[src/pkg/pdm_regs.svh]
/*
 * Register offsets, field positions, reset values and timing counts
 * of the power-down mode controller.
 * Assumes inclusion by bare name from the design files and the testbench.
 */
// What this block does
// Sleep halts core; wakes on reset/interrupt
// I/O stop halts peripherals; software clears it
// System stop halts core and peripherals
// Idle also stops clock output; bus request wakes
// Standby also stops oscillator and clocks
// Control bits 6,3 = 1,0 select standby
// Software: mode bits, stop bit, then sleep
// Standby wake: restart oscillator, count 2^17
// Quick recovery shortens wait to 2^6
// Dropped request before count returns to standby
// Reset exit restarts at address 0000H
// Reset in standby restarts clocks immediately
// Minimum recovery applies to interrupt wake
// Bits 6,3 = 0,1 select idle
// Both bits clear select system stop
`ifndef PDM_REGS_SVH
`define PDM_REGS_SVH
`define PDM_CPU_CONTROL_ADDR  8'h1f
`define PDM_IO_CONTROL_ADDR   8'h3f
`define PDM_STBY_BIT          6
`define PDM_IDLE_BIT          3
`define PDM_QUICK_BIT         7
`define PDM_IOSTOP_BIT        5
`define PDM_CPU_CONTROL_RST   8'h00
`define PDM_IO_CONTROL_RST    8'h00
`define PDM_RESET_VECTOR      16'h0000
`define PDM_CNT_W             18
`define PDM_NORMAL_COUNT      18'h20000
`define PDM_QUICK_COUNT       18'h00040
`define PDM_IDLE_COUNT        18'h00008
`define PDM_FRAC_COUNT        18'h00002
`endif

[src/pkg/pdm_pkg.sv]
/*
 * Types of the power-down mode controller.
 * Assumes nothing of its surroundings.
 */
`default_nettype none
package pdm_pkg;
    // Power state of the controller
    typedef enum logic [2:0] {
        PDM_RUN, PDM_SLEEP, PDM_SYSSTOP, PDM_IDLE, PDM_STANDBY, PDM_WAKE
    } pdm_state_t;
endpackage
`default_nettype wire

[src/rtl/pdm_counter.sv]
/*
 * Stabilisation counter: loads a target, counts down to zero and flags done at one.
 * Assumes a synchronous active-high reset on ref_clk.
 */
`timescale 1ns/1ps
`default_nettype none
`include "pdm_regs.svh"
module pdm_counter (
    input  wire logic                   ref_clk,  // System clock
    input  wire logic                   rst,      // Synchronous reset
    input  wire logic                   load,     // Restart the count
    input  wire logic [`PDM_CNT_W-1:0]  target,   // Cycles to wait
    input  wire logic                   run,      // Count while high
    output logic                        done      // Wait elapsed
);
    logic [`PDM_CNT_W-1:0] cnt_q, cnt_d;  // Remaining cycles

    // Next count
    always_comb begin
        cnt_d = cnt_q;
        if (load) begin
            cnt_d = target;
        end else if (run && cnt_q != '0) begin
            cnt_d = cnt_q - 1'b1;
        end
    end

    // Register
    always_ff @(posedge ref_clk) begin
        if (rst) begin
            cnt_q <= '0;
        end else begin
            cnt_q <= cnt_d;
        end
    end

    assign done = run && !load && cnt_q == {{(`PDM_CNT_W-1){1'b0}}, 1'b1};
endmodule // pdm_counter
`default_nettype wire

[src/rtl/pdm_ctrl.sv]
/*
 * Power-down mode controller: two control registers, mode decode,
 * clock gating outputs and wake sequencing with stabilisation wait.
 * Assumes an internal I/O bus on ref_clk and asynchronous wake pins.
 */
`timescale 1ns/1ps
`default_nettype none
`include "pdm_regs.svh"
module pdm_ctrl (
    input  wire logic        ref_clk,          // System clock, 125 MHz
    input  wire logic        rst,              // Synchronous reset
    input  wire logic [7:0]  io_addr,          // I/O address
    input  wire logic [7:0]  io_wdata,         // Write data
    input  wire logic        io_wr,            // Write strobe
    input  wire logic        io_rd,            // Read strobe
    output logic      [7:0]  io_rdata,         // Read data
    input  wire logic        sleep_exec,       // Sleep instruction pulse
    input  wire logic        irq_in,           // Interrupt request pin
    input  wire logic        bus_request_in,   // Bus request pin
    output logic             wake_ack,         // Acknowledge to source
    output logic             core_run,         // CPU core clock enable
    output logic             periph_run,       // Peripheral clock enable
    output logic             osc_run,          // Oscillator enable
    output logic             clock_output,     // Clock output enable
    output logic      [15:0] start_addr        // Fetch address at reset
);
    //------------------------------------------------------------
    // Input synchronisers
    //------------------------------------------------------------
    logic [1:0] irq_s_q, breq_s_q;  // Two-stage chains
    always_ff @(posedge ref_clk) begin
        if (rst) begin
            irq_s_q  <= 2'h0;
            breq_s_q <= 2'h0;
        end else begin
            irq_s_q  <= {irq_s_q[0], irq_in};
            breq_s_q <= {breq_s_q[0], bus_request_in};
        end
    end
    wire irq  = irq_s_q[1];   // Synced interrupt
    wire breq = breq_s_q[1];  // Synced bus request

    //------------------------------------------------------------
    // Registers
    //------------------------------------------------------------
    logic [7:0] cpu_control_q, cpu_control_d;  // Mode select
    logic [7:0] io_control_q, io_control_d;    // Peripheral stop
    logic [7:0] rdata_q, rdata_d;              // Read data

    // Address match helper
    function automatic logic hit(input logic [7:0] a, input logic [7:0] r);
        hit = (a == r);
    endfunction

    // Register writes and reads
    always_comb begin
        cpu_control_d = cpu_control_q;
        io_control_d  = io_control_q;
        rdata_d       = rdata_q;
        if (io_wr && hit(io_addr, `PDM_CPU_CONTROL_ADDR)) begin
            cpu_control_d = io_wdata;
        end
        if (io_wr && hit(io_addr, `PDM_IO_CONTROL_ADDR)) begin
            io_control_d = io_wdata;  // Clearing bit 5 ends I/O stop
        end
        if (io_rd) begin
            if (hit(io_addr, `PDM_CPU_CONTROL_ADDR)) begin
                rdata_d = cpu_control_q;
            end else if (hit(io_addr, `PDM_IO_CONTROL_ADDR)) begin
                rdata_d = io_control_q;
            end else begin
                rdata_d = 8'h00;  // Unmapped reads zero
            end
        end
    end

    always_ff @(posedge ref_clk) begin
        if (rst) begin
            cpu_control_q <= `PDM_CPU_CONTROL_RST;
            io_control_q  <= `PDM_IO_CONTROL_RST;
            rdata_q       <= 8'h00;
        end else begin
            cpu_control_q <= cpu_control_d;
            io_control_q  <= io_control_d;
            rdata_q       <= rdata_d;
        end
    end
    assign io_rdata = rdata_q;

    //------------------------------------------------------------
    // Mode decode
    //------------------------------------------------------------
    wire sel_stby  = cpu_control_q[`PDM_STBY_BIT];
    wire sel_idle  = cpu_control_q[`PDM_IDLE_BIT];
    wire quick     = cpu_control_q[`PDM_QUICK_BIT];
    wire io_stop   = io_control_q[`PDM_IOSTOP_BIT];

    // Target state for a sleep instruction
    function automatic pdm_pkg::pdm_state_t entry_mode(
        input logic s, input logic i, input logic st);
        if (!st)
            entry_mode = pdm_pkg::PDM_SLEEP;
        else if (s && !i)
            entry_mode = pdm_pkg::PDM_STANDBY;
        else if (!s && i)
            entry_mode = pdm_pkg::PDM_IDLE;
        else
            entry_mode = pdm_pkg::PDM_SYSSTOP;
    endfunction

    //------------------------------------------------------------
    // State machine and recovery wait
    //------------------------------------------------------------
    pdm_pkg::pdm_state_t state_q, state_d;  // Power state
    logic                 load;              // Start a wait
    logic [`PDM_CNT_W-1:0] target;           // Wait length
    logic                 cnt_run;           // Wait in progress
    logic                 cnt_done;          // Wait over
    logic                 ack_d, ack_q;      // Acknowledge pulse

    wire wake_int  = irq;           // Interrupt wake
    wire wake_any  = irq || breq;   // Interrupt or bus request

    always_comb begin
        state_d = state_q;
        load    = 1'b0;
        target  = `PDM_FRAC_COUNT;
        ack_d   = 1'b0;
        unique case (state_q)
            pdm_pkg::PDM_RUN: begin
                if (sleep_exec) begin
                    state_d = entry_mode(sel_stby, sel_idle, io_stop);
                end
            end
            pdm_pkg::PDM_SLEEP, pdm_pkg::PDM_SYSSTOP: begin
                if (wake_int) begin
                    state_d = pdm_pkg::PDM_WAKE;
                    load    = 1'b1;
                    target  = `PDM_FRAC_COUNT;
                end
            end
            pdm_pkg::PDM_IDLE: begin
                if (wake_any) begin
                    state_d = pdm_pkg::PDM_WAKE;
                    load    = 1'b1;
                    target  = `PDM_IDLE_COUNT + `PDM_FRAC_COUNT;
                end
            end
            pdm_pkg::PDM_STANDBY: begin
                if (wake_any) begin
                    state_d = pdm_pkg::PDM_WAKE;
                    load    = 1'b1;
                    target  = quick ? `PDM_QUICK_COUNT + `PDM_FRAC_COUNT
                                    : `PDM_NORMAL_COUNT + `PDM_FRAC_COUNT;
                end
            end
            pdm_pkg::PDM_WAKE: begin
                if (!wake_any) begin
                    // Source gave up early: power down again
                    state_d = entry_mode(sel_stby, sel_idle, io_stop);
                end else if (cnt_done) begin
                    state_d = pdm_pkg::PDM_RUN;
                    ack_d   = 1'b1;
                end
            end
            default: state_d = pdm_pkg::PDM_RUN;
        endcase
    end
    assign cnt_run = (state_q == pdm_pkg::PDM_WAKE);

    always_ff @(posedge ref_clk) begin
        if (rst) begin
            state_q <= pdm_pkg::PDM_RUN;  // Reset leaves any mode
            ack_q   <= 1'b0;
        end else begin
            state_q <= state_d;
            ack_q   <= ack_d;
        end
    end

    pdm_counter u_counter (
        .ref_clk (ref_clk),
        .rst     (rst),
        .load    (load),
        .target  (target),
        .run     (cnt_run),
        .done    (cnt_done)
    );

    //------------------------------------------------------------
    // Clock enables
    //------------------------------------------------------------
    logic core_q, periph_q, osc_q, clko_q;  // Registered enables
    always_ff @(posedge ref_clk) begin
        if (rst) begin
            core_q   <= 1'b1;  // Clocks resume under reset
            periph_q <= 1'b1;
            osc_q    <= 1'b1;
            clko_q   <= 1'b1;
        end else begin
            core_q   <= state_d == pdm_pkg::PDM_RUN;
            periph_q <= !(state_d == pdm_pkg::PDM_SYSSTOP ||
                          state_d == pdm_pkg::PDM_IDLE ||
                          state_d == pdm_pkg::PDM_STANDBY ||
                          (state_d == pdm_pkg::PDM_RUN && io_control_d[`PDM_IOSTOP_BIT]));
            osc_q    <= state_d != pdm_pkg::PDM_STANDBY;
            clko_q   <= !(state_d == pdm_pkg::PDM_IDLE ||
                          state_d == pdm_pkg::PDM_STANDBY);
        end
    end
    assign core_run     = core_q;
    assign periph_run   = periph_q;
    assign osc_run      = osc_q;
    assign clock_output = clko_q;
    assign wake_ack     = ack_q;
    assign start_addr   = `PDM_RESET_VECTOR;

    //------------------------------------------------------------
    // Assertions
    //------------------------------------------------------------
    // Enables are registered from state_d, so they line up with state_q
    property p_standby_osc;
        @(posedge ref_clk) disable iff (rst)
        state_q == pdm_pkg::PDM_STANDBY |-> !osc_run;
    endproperty
    a_standby_osc: assert property (p_standby_osc) else $error("osc runs in standby");

    property p_sleep_core;
        @(posedge ref_clk) disable iff (rst)
        state_q == pdm_pkg::PDM_SLEEP |-> !core_run && periph_run;
    endproperty
    a_sleep_core: assert property (p_sleep_core) else $error("sleep gating wrong");

    property p_idle_clko;
        @(posedge ref_clk) disable iff (rst)
        state_q == pdm_pkg::PDM_IDLE |-> !clock_output && osc_run;
    endproperty
    a_idle_clko: assert property (p_idle_clko) else $error("idle gating wrong");

    property p_sys_stop;
        @(posedge ref_clk) disable iff (rst)
        state_q == pdm_pkg::PDM_SYSSTOP |-> !periph_run && clock_output;
    endproperty
    a_sys_stop: assert property (p_sys_stop) else $error("system stop gating wrong");

    property p_fallback;
        @(posedge ref_clk) disable iff (rst)
        state_q == pdm_pkg::PDM_WAKE && !wake_any |=> state_q != pdm_pkg::PDM_RUN && !wake_ack;
    endproperty
    a_fallback: assert property (p_fallback) else $error("no fall back");

    property p_idle_wait;
        @(posedge ref_clk) disable iff (rst)
        state_q == pdm_pkg::PDM_IDLE && wake_any ##1 wake_any [*8] |-> !wake_ack;
    endproperty
    a_idle_wait: assert property (p_idle_wait) else $error("idle wake too soon");

    property p_entry;
        @(posedge ref_clk) disable iff (rst)
        state_q == pdm_pkg::PDM_RUN && sleep_exec && io_stop && sel_stby && !sel_idle
        |=> state_q == pdm_pkg::PDM_STANDBY;
    endproperty
    a_entry: assert property (p_entry) else $error("standby not entered");

    property p_ack_run;
        @(posedge ref_clk) disable iff (rst)
        wake_ack |-> state_q == pdm_pkg::PDM_RUN && $past(state_q) == pdm_pkg::PDM_WAKE;
    endproperty
    a_ack_run: assert property (p_ack_run) else $error("ack without wait");

    c_standby: cover property (@(posedge ref_clk) state_q == pdm_pkg::PDM_STANDBY);
    c_idle_wake: cover property (@(posedge ref_clk) $past(state_q) == pdm_pkg::PDM_IDLE
                                 ##[1:20] wake_ack);
    c_fall: cover property (@(posedge ref_clk) state_q == pdm_pkg::PDM_WAKE ##1
                            state_q == pdm_pkg::PDM_STANDBY);
endmodule // pdm_ctrl
`default_nettype wire

[config.mk]
export PLATFORM = sky130hd
export DESIGN_NAME = pdm_ctrl
export DESIGN_NICKNAME = d
export VERILOG_FILES = /design/src/pkg/pdm_pkg.sv /design/src/rtl/pdm_counter.sv /design/src/rtl/pdm_ctrl.sv
export VERILOG_INCLUDE_DIRS = /design/src /design/src/pkg
export SDC_FILE = /design/constraint.sdc
export NUM_CORES = 1
export LEC_CHECK = 0
export BUFFER_PORTS_ARGS = -buffer_cell sky130_fd_sc_hd__buf_2
export CAP_MARGIN = 20
export CORE_AREA = 8 8 81 83
export CTS_CLUSTER_SIZE = 28
export DETAILED_ROUTE_END_ITERATION = 12
export DIE_AREA = 0 0 89 91
export PLACE_DENSITY = 0.88
export SLEW_MARGIN = 20
export SYNTH_ARGS = -nofsm -noshare
export SYNTH_HDL_FRONTEND = slang
export SYNTH_SLANG_ARGS = --single-unit
[constraint.sdc]
create_clock -name ref_clk -period 2.25 [get_ports ref_clk]
set_input_delay 0.1125 -clock ref_clk [delete_from_list [all_inputs] [get_ports ref_clk]]
set_output_delay 0.1125 -clock ref_clk [all_outputs]
set_load 0.02 [all_outputs]
==> flow_summary.rst <==
.. list-table::
   :header-rows: 1

   * - Metric
     - Value
   * - Outcome
     - finished, final reports clean
   * - Sequential fraction of the synthesis area
     - 38.92%
   * - Final setup violation count
     - 0
   * - Slew HR
     - 55.31%
   * - Width of the die
     - around 90 um
   * - Vertical die dimension
     - 91 um
   * - Hold/Removal Path Class
     - input pin to flip-flop
   * - Final net count
     - 388
   * - Final period util
     - between 90% and 100%
   * - Clock-pin slew reported for the worst setup and hold paths after clock tree synthesis
     - 0.10 ns
   * - Antenna violations before repair
     - 0
   * - Remaining DRCs
     - 0
   * - Effective utilization at floorplan
     - 52.04%
   * - Setup repair after global routing missed its margin
     - yes
   * - Post-Synthesis Mean Instance Area
     - 8.494 um^2
   * - Post-route insts no fill
     - 435
   * - Logic pwr share
     - 15.3%
   * - Cell chain of the critical path
     - or4_4, nor2b_1, o2111ai_1, a211oi_1, mux2i_1
   * - Number of cells produced by synthesis
     - 327
   * - PD cells
     - about 630 nW/um^2
   * - IR Drop Worst-Case VDD
     - 0.4378 mV
   * - Maximum level of the CTS H-tree
     - 2
   * - Worst setup EP type
     - flip-flop
   * - Leakage power of the design
     - roughly 1.2 nW
   * - Post-Syn Area
     - 2778 um^2
   * - Data arrival time of the worst path
     - 2.32 ns
   * - Share of flip-flops with an asynchronous set or reset after synthesis
     - 0%
   * - Quantity of I/O buffers inserted on ports
     - 35
   * - Vias in the first global route
     - 2295
   * - Final worst hold slack
     - 0.005541 ns
   * - Core area
     - 5338 um^2
   * - Total congestion overflow after global routing
     - 0
   * - Detailed-route via count
     - 2469
   * - Commonest non-fill, non-tap cells in the layout
     - dfxtp_1 (54), buf_2 (35), nand2_1 (31), nor2_1 (22)
   * - Min-Delay Endpoint
     - irq_s_q[0]
   * - Count of final max-slew check failures
     - 0
   * - Reg2reg end
     - u_counter.cnt_q[14]
   * - Largest fanout of any net on the critical path
     - 6
   * - Measured slew at the worst slew-check pin
     - about 0.67 ns
   * - Number of buffers added to fix hold violations after cts
     - 0
   * - Global-route usage over all layers
     - 16.10%
   * - Register-to-register setup slack
     - 0.18 ns
   * - Initial detailed-routing violation count
     - 230
   * - Average routed wire per standard cell
     - 14.78 um
   * - Maximum clock frequency
     - 482.6 MHz
   * - Critical Path Slowest Stage Cell
     - or4_4
   * - Switching Fraction
     - 27.38%
   * - Required arrival time at the worst endpoint
     - 2.50 ns
   * - Pin count of the biggest net entering global routing
     - 29
   * - Sum Neg Setup Slack
     - 0 ns
   * - Number of diodes added for antenna fixing
     - 0
   * - Reg power frac
     - 51.0%
   * - Shortest period the worst path allows
     - 2.072 ns
   * - Clk network pwr share
     - 33.7%
   * - Number of buffers and inverters on the critical path
     - 0
   * - Area Overhead vs Synth
     - 12.79%
   * - Family of cells with the greatest summed delay on the critical path
     - simple AND/OR/NAND/NOR gates
   * - Number of flops mapped to enable cells by yosys
     - 0
   * - Commonest non-fill, non-tap cell in the layout
     - dfxtp_1
   * - # Max-Cap Violations
     - 0
   * - Max stage delay on crit path
     - 0.58 ns
   * - Critical hold path startpoint
     - irq_in
   * - Final HPWL from detailed placement
     - 4.591 mm
   * - Max Buffers Root-to-Sink
     - 2
   * - Detailed-router iteration count before antenna repair
     - 5
   * - Antenna Violating Nets Remaining
     - 0
   * - Wire length of the first global-routing pass
     - 10.71 mm
   * - Category of the most critical setup path
     - flip-flop to flip-flop
   * - Die Footprint
     - 8099 um^2
   * - Total wire length after detailed routing
     - 6.429 mm
   * - Layout cells sized above 1
     - 19.56%
   * - Type of element launching the critical path
     - flip-flop
   * - Clock tree root driver cell
     - clkbuf_8
   * - Register bit count reported by yosys
     - 54
   * - Top-Level Pins
     - 52
   * - CTS tree
     - yes
   * - Avg Vias per Cell
     - 5.676
   * - Reg-to-Reg Start
     - u_counter.cnt_q[4]
   * - Commonest register cell after synthesis
     - dfxtp_1
   * - Number of buffers added by the clock tree synthesis step
     - 5
   * - Fin util
     - 58.70%
   * - Internal
     - 1.426 mW
   * - Cell Rows
     - 27
   * - Final hold violations
     - 0
   * - Yosys synthesis warning count
     - 0
   * - Post-synth cell types
     - 61
   * - Worst setup slack after layout
     - 0.1778 ns
   * - Hold Path Stages
     - 2
   * - Setup slack at placement
     - 0.1381 ns
   * - Clock latency on the worst-skew pair
     - 0.31 ns
   * - Clock tree skew after final layout
     - 0.005869 ns
   * - # placed instances
     - 424
   * - Final weighted congestion of routability-driven global placement
     - 0.8733
   * - Clk sink count
     - 54
   * - R2R cell count
     - 5
   * - NetSw
     - 537.7 uW
[how the worst max path moves through the flow]
stage	startpoint	slack [ns]	cells after the start	end
6_report	u_counter.cnt_q[4]	0.18	5	u_counter.cnt_q[14]
5_1_grt	state_q[2]	-0.003	5	u_counter.cnt_q[13]
4_1_cts	u_counter.cnt_q[4]	0.11	5	u_counter.cnt_q[3]
3_5_place_dp	u_counter.cnt_q[4]	0.14	5	u_counter.cnt_q[3]
3_3_place_gp	u_counter.cnt_q[4]	0.21	5	u_counter.cnt_q[11]
2_1_floorplan	u_counter.cnt_q[4]	0.37	6	u_counter.cnt_q[17]
[sequential cells by signal, indices dropped and copies added (netlist names)]
name,count
periph_run,1
io_rdata,8
clock_output,1
cpu_control_q,8
state_q,3
osc_run,1
breq_s_q,2
u_counter.cnt_q,18
core_run,1
wake_ack,1
irq_s_q,2
io_control_q,8
[metrics by stage]
| stage | power, mW | cell area [um^2] |
|---|---|---|
| after floorplan | 1.256 | 2834 |
| after global placement | 1.307 | 2978 |
| after detailed placement | 1.317 | 2978 |
| after CTS | 1.967 | 3090 |
| after global routing | 2.046 | 3133 |
| final | 1.964 | 3133 |
[cell usage after synthesis (3+ instances only)]
| library cell | n | share of area, % |
|---|---|---|
| mux2i_1 | 7 | 2.5 |
| a2111o_1 | 3 | 1.2 |
| buf_4 | 16 | 4.3 |
| nand3_1 | 21 | 3.8 |
| inv_1 | 10 | 1.4 |
| a22oi_1 | 9 | 2.4 |
| nor2b_1 | 8 | 1.8 |
| o2111ai_1 | 4 | 1.3 |
| nand3b_1 | 3 | 0.81 |
| nand2b_1 | 8 | 1.8 |
| nor4_1 | 6 | 1.4 |
| ha_1 | 3 | 1.4 |
| o21ai_0 | 7 | 1.3 |
| dfxtp_1 | 54 | 39 |
| or2_2 | 4 | 0.90 |
| or3_1 | 3 | 0.68 |
| xor2_1 | 4 | 1.3 |
| clkbuf_1 | 17 | 2.3 |
| nor2_1 | 22 | 3.0 |
| o211ai_1 | 5 | 1.4 |
| a2111oi_0 | 3 | 0.95 |
| a211oi_1 | 10 | 2.7 |
| nand2_1 | 31 | 4.2 |
| a21oi_1 | 21 | 3.8 |
[logic make-up after synthesis]
kind of cell | Yosys count | share of synthesized area, %
xor+xnor | 5 | 1.577
fa+ha+maj | 3 | 1.351
compound gates | 86 | 22.70
other cells | 1 | 0.1350
mux | 7 | 2.523
simple gates | 125 | 24.10
flops | 54 | 38.92
buf+inv | 46 | 8.694
[layer usage]
| metal | vias up | track usage [%] | wire, um |
|---|---|---|---|
| li1 | 1228 | - | - |
| met4 | 0 | 5.964 | 112 |
| met5 | - | 0 | 0 |
| met3 | 9 | 3.333 | 320 |
| met2 | 70 | 25.79 | 3167 |
| met1 | 1162 | 20.51 | 2828 |
[power by group through the flow]
| stage | registers (mW) | clock network, mW | logic [mW] |
|---|---|---|---|
| after global routing | 1.01 | 0.710 | 0.330 |
| after detailed placement | 1.02 | 0 | 0.293 |
| after global placement | 1.02 | 0 | 0.284 |
| after CTS | 1.00 | 0.670 | 0.296 |
| final | 1.00 | 0.661 | 0.300 |
| after floorplan | 1.03 | 0 | 0.224 |
[layout make-up]
cell class	instances	area [um^2]
Clock inverter	3	43.79
Fill cell	465	2205
Inverter	10	37.54
Multi-Input combinational cell	242	1519
Timing Repair Buffer	49	292.8
Clock buffer	5	68.82
Sequential cell	54	1081
Tap cell	72	90.09
[repair_timing]
action / CTS / global route
setup endpoints to repair: 0 / 3
resized for setup: 0 / 2
setup buffers: 0 / 3
[worst reg2reg max path: stages, from the launching register on]
cell and delay [ns]:
dfxtp_1 0.36, or4_4 0.58, nor2b_1 0.28, o2111ai_1 0.26, a211oi_1 0.33, mux2i_1 0.21
No activity file was read; power rests on OpenSTA's default activity.
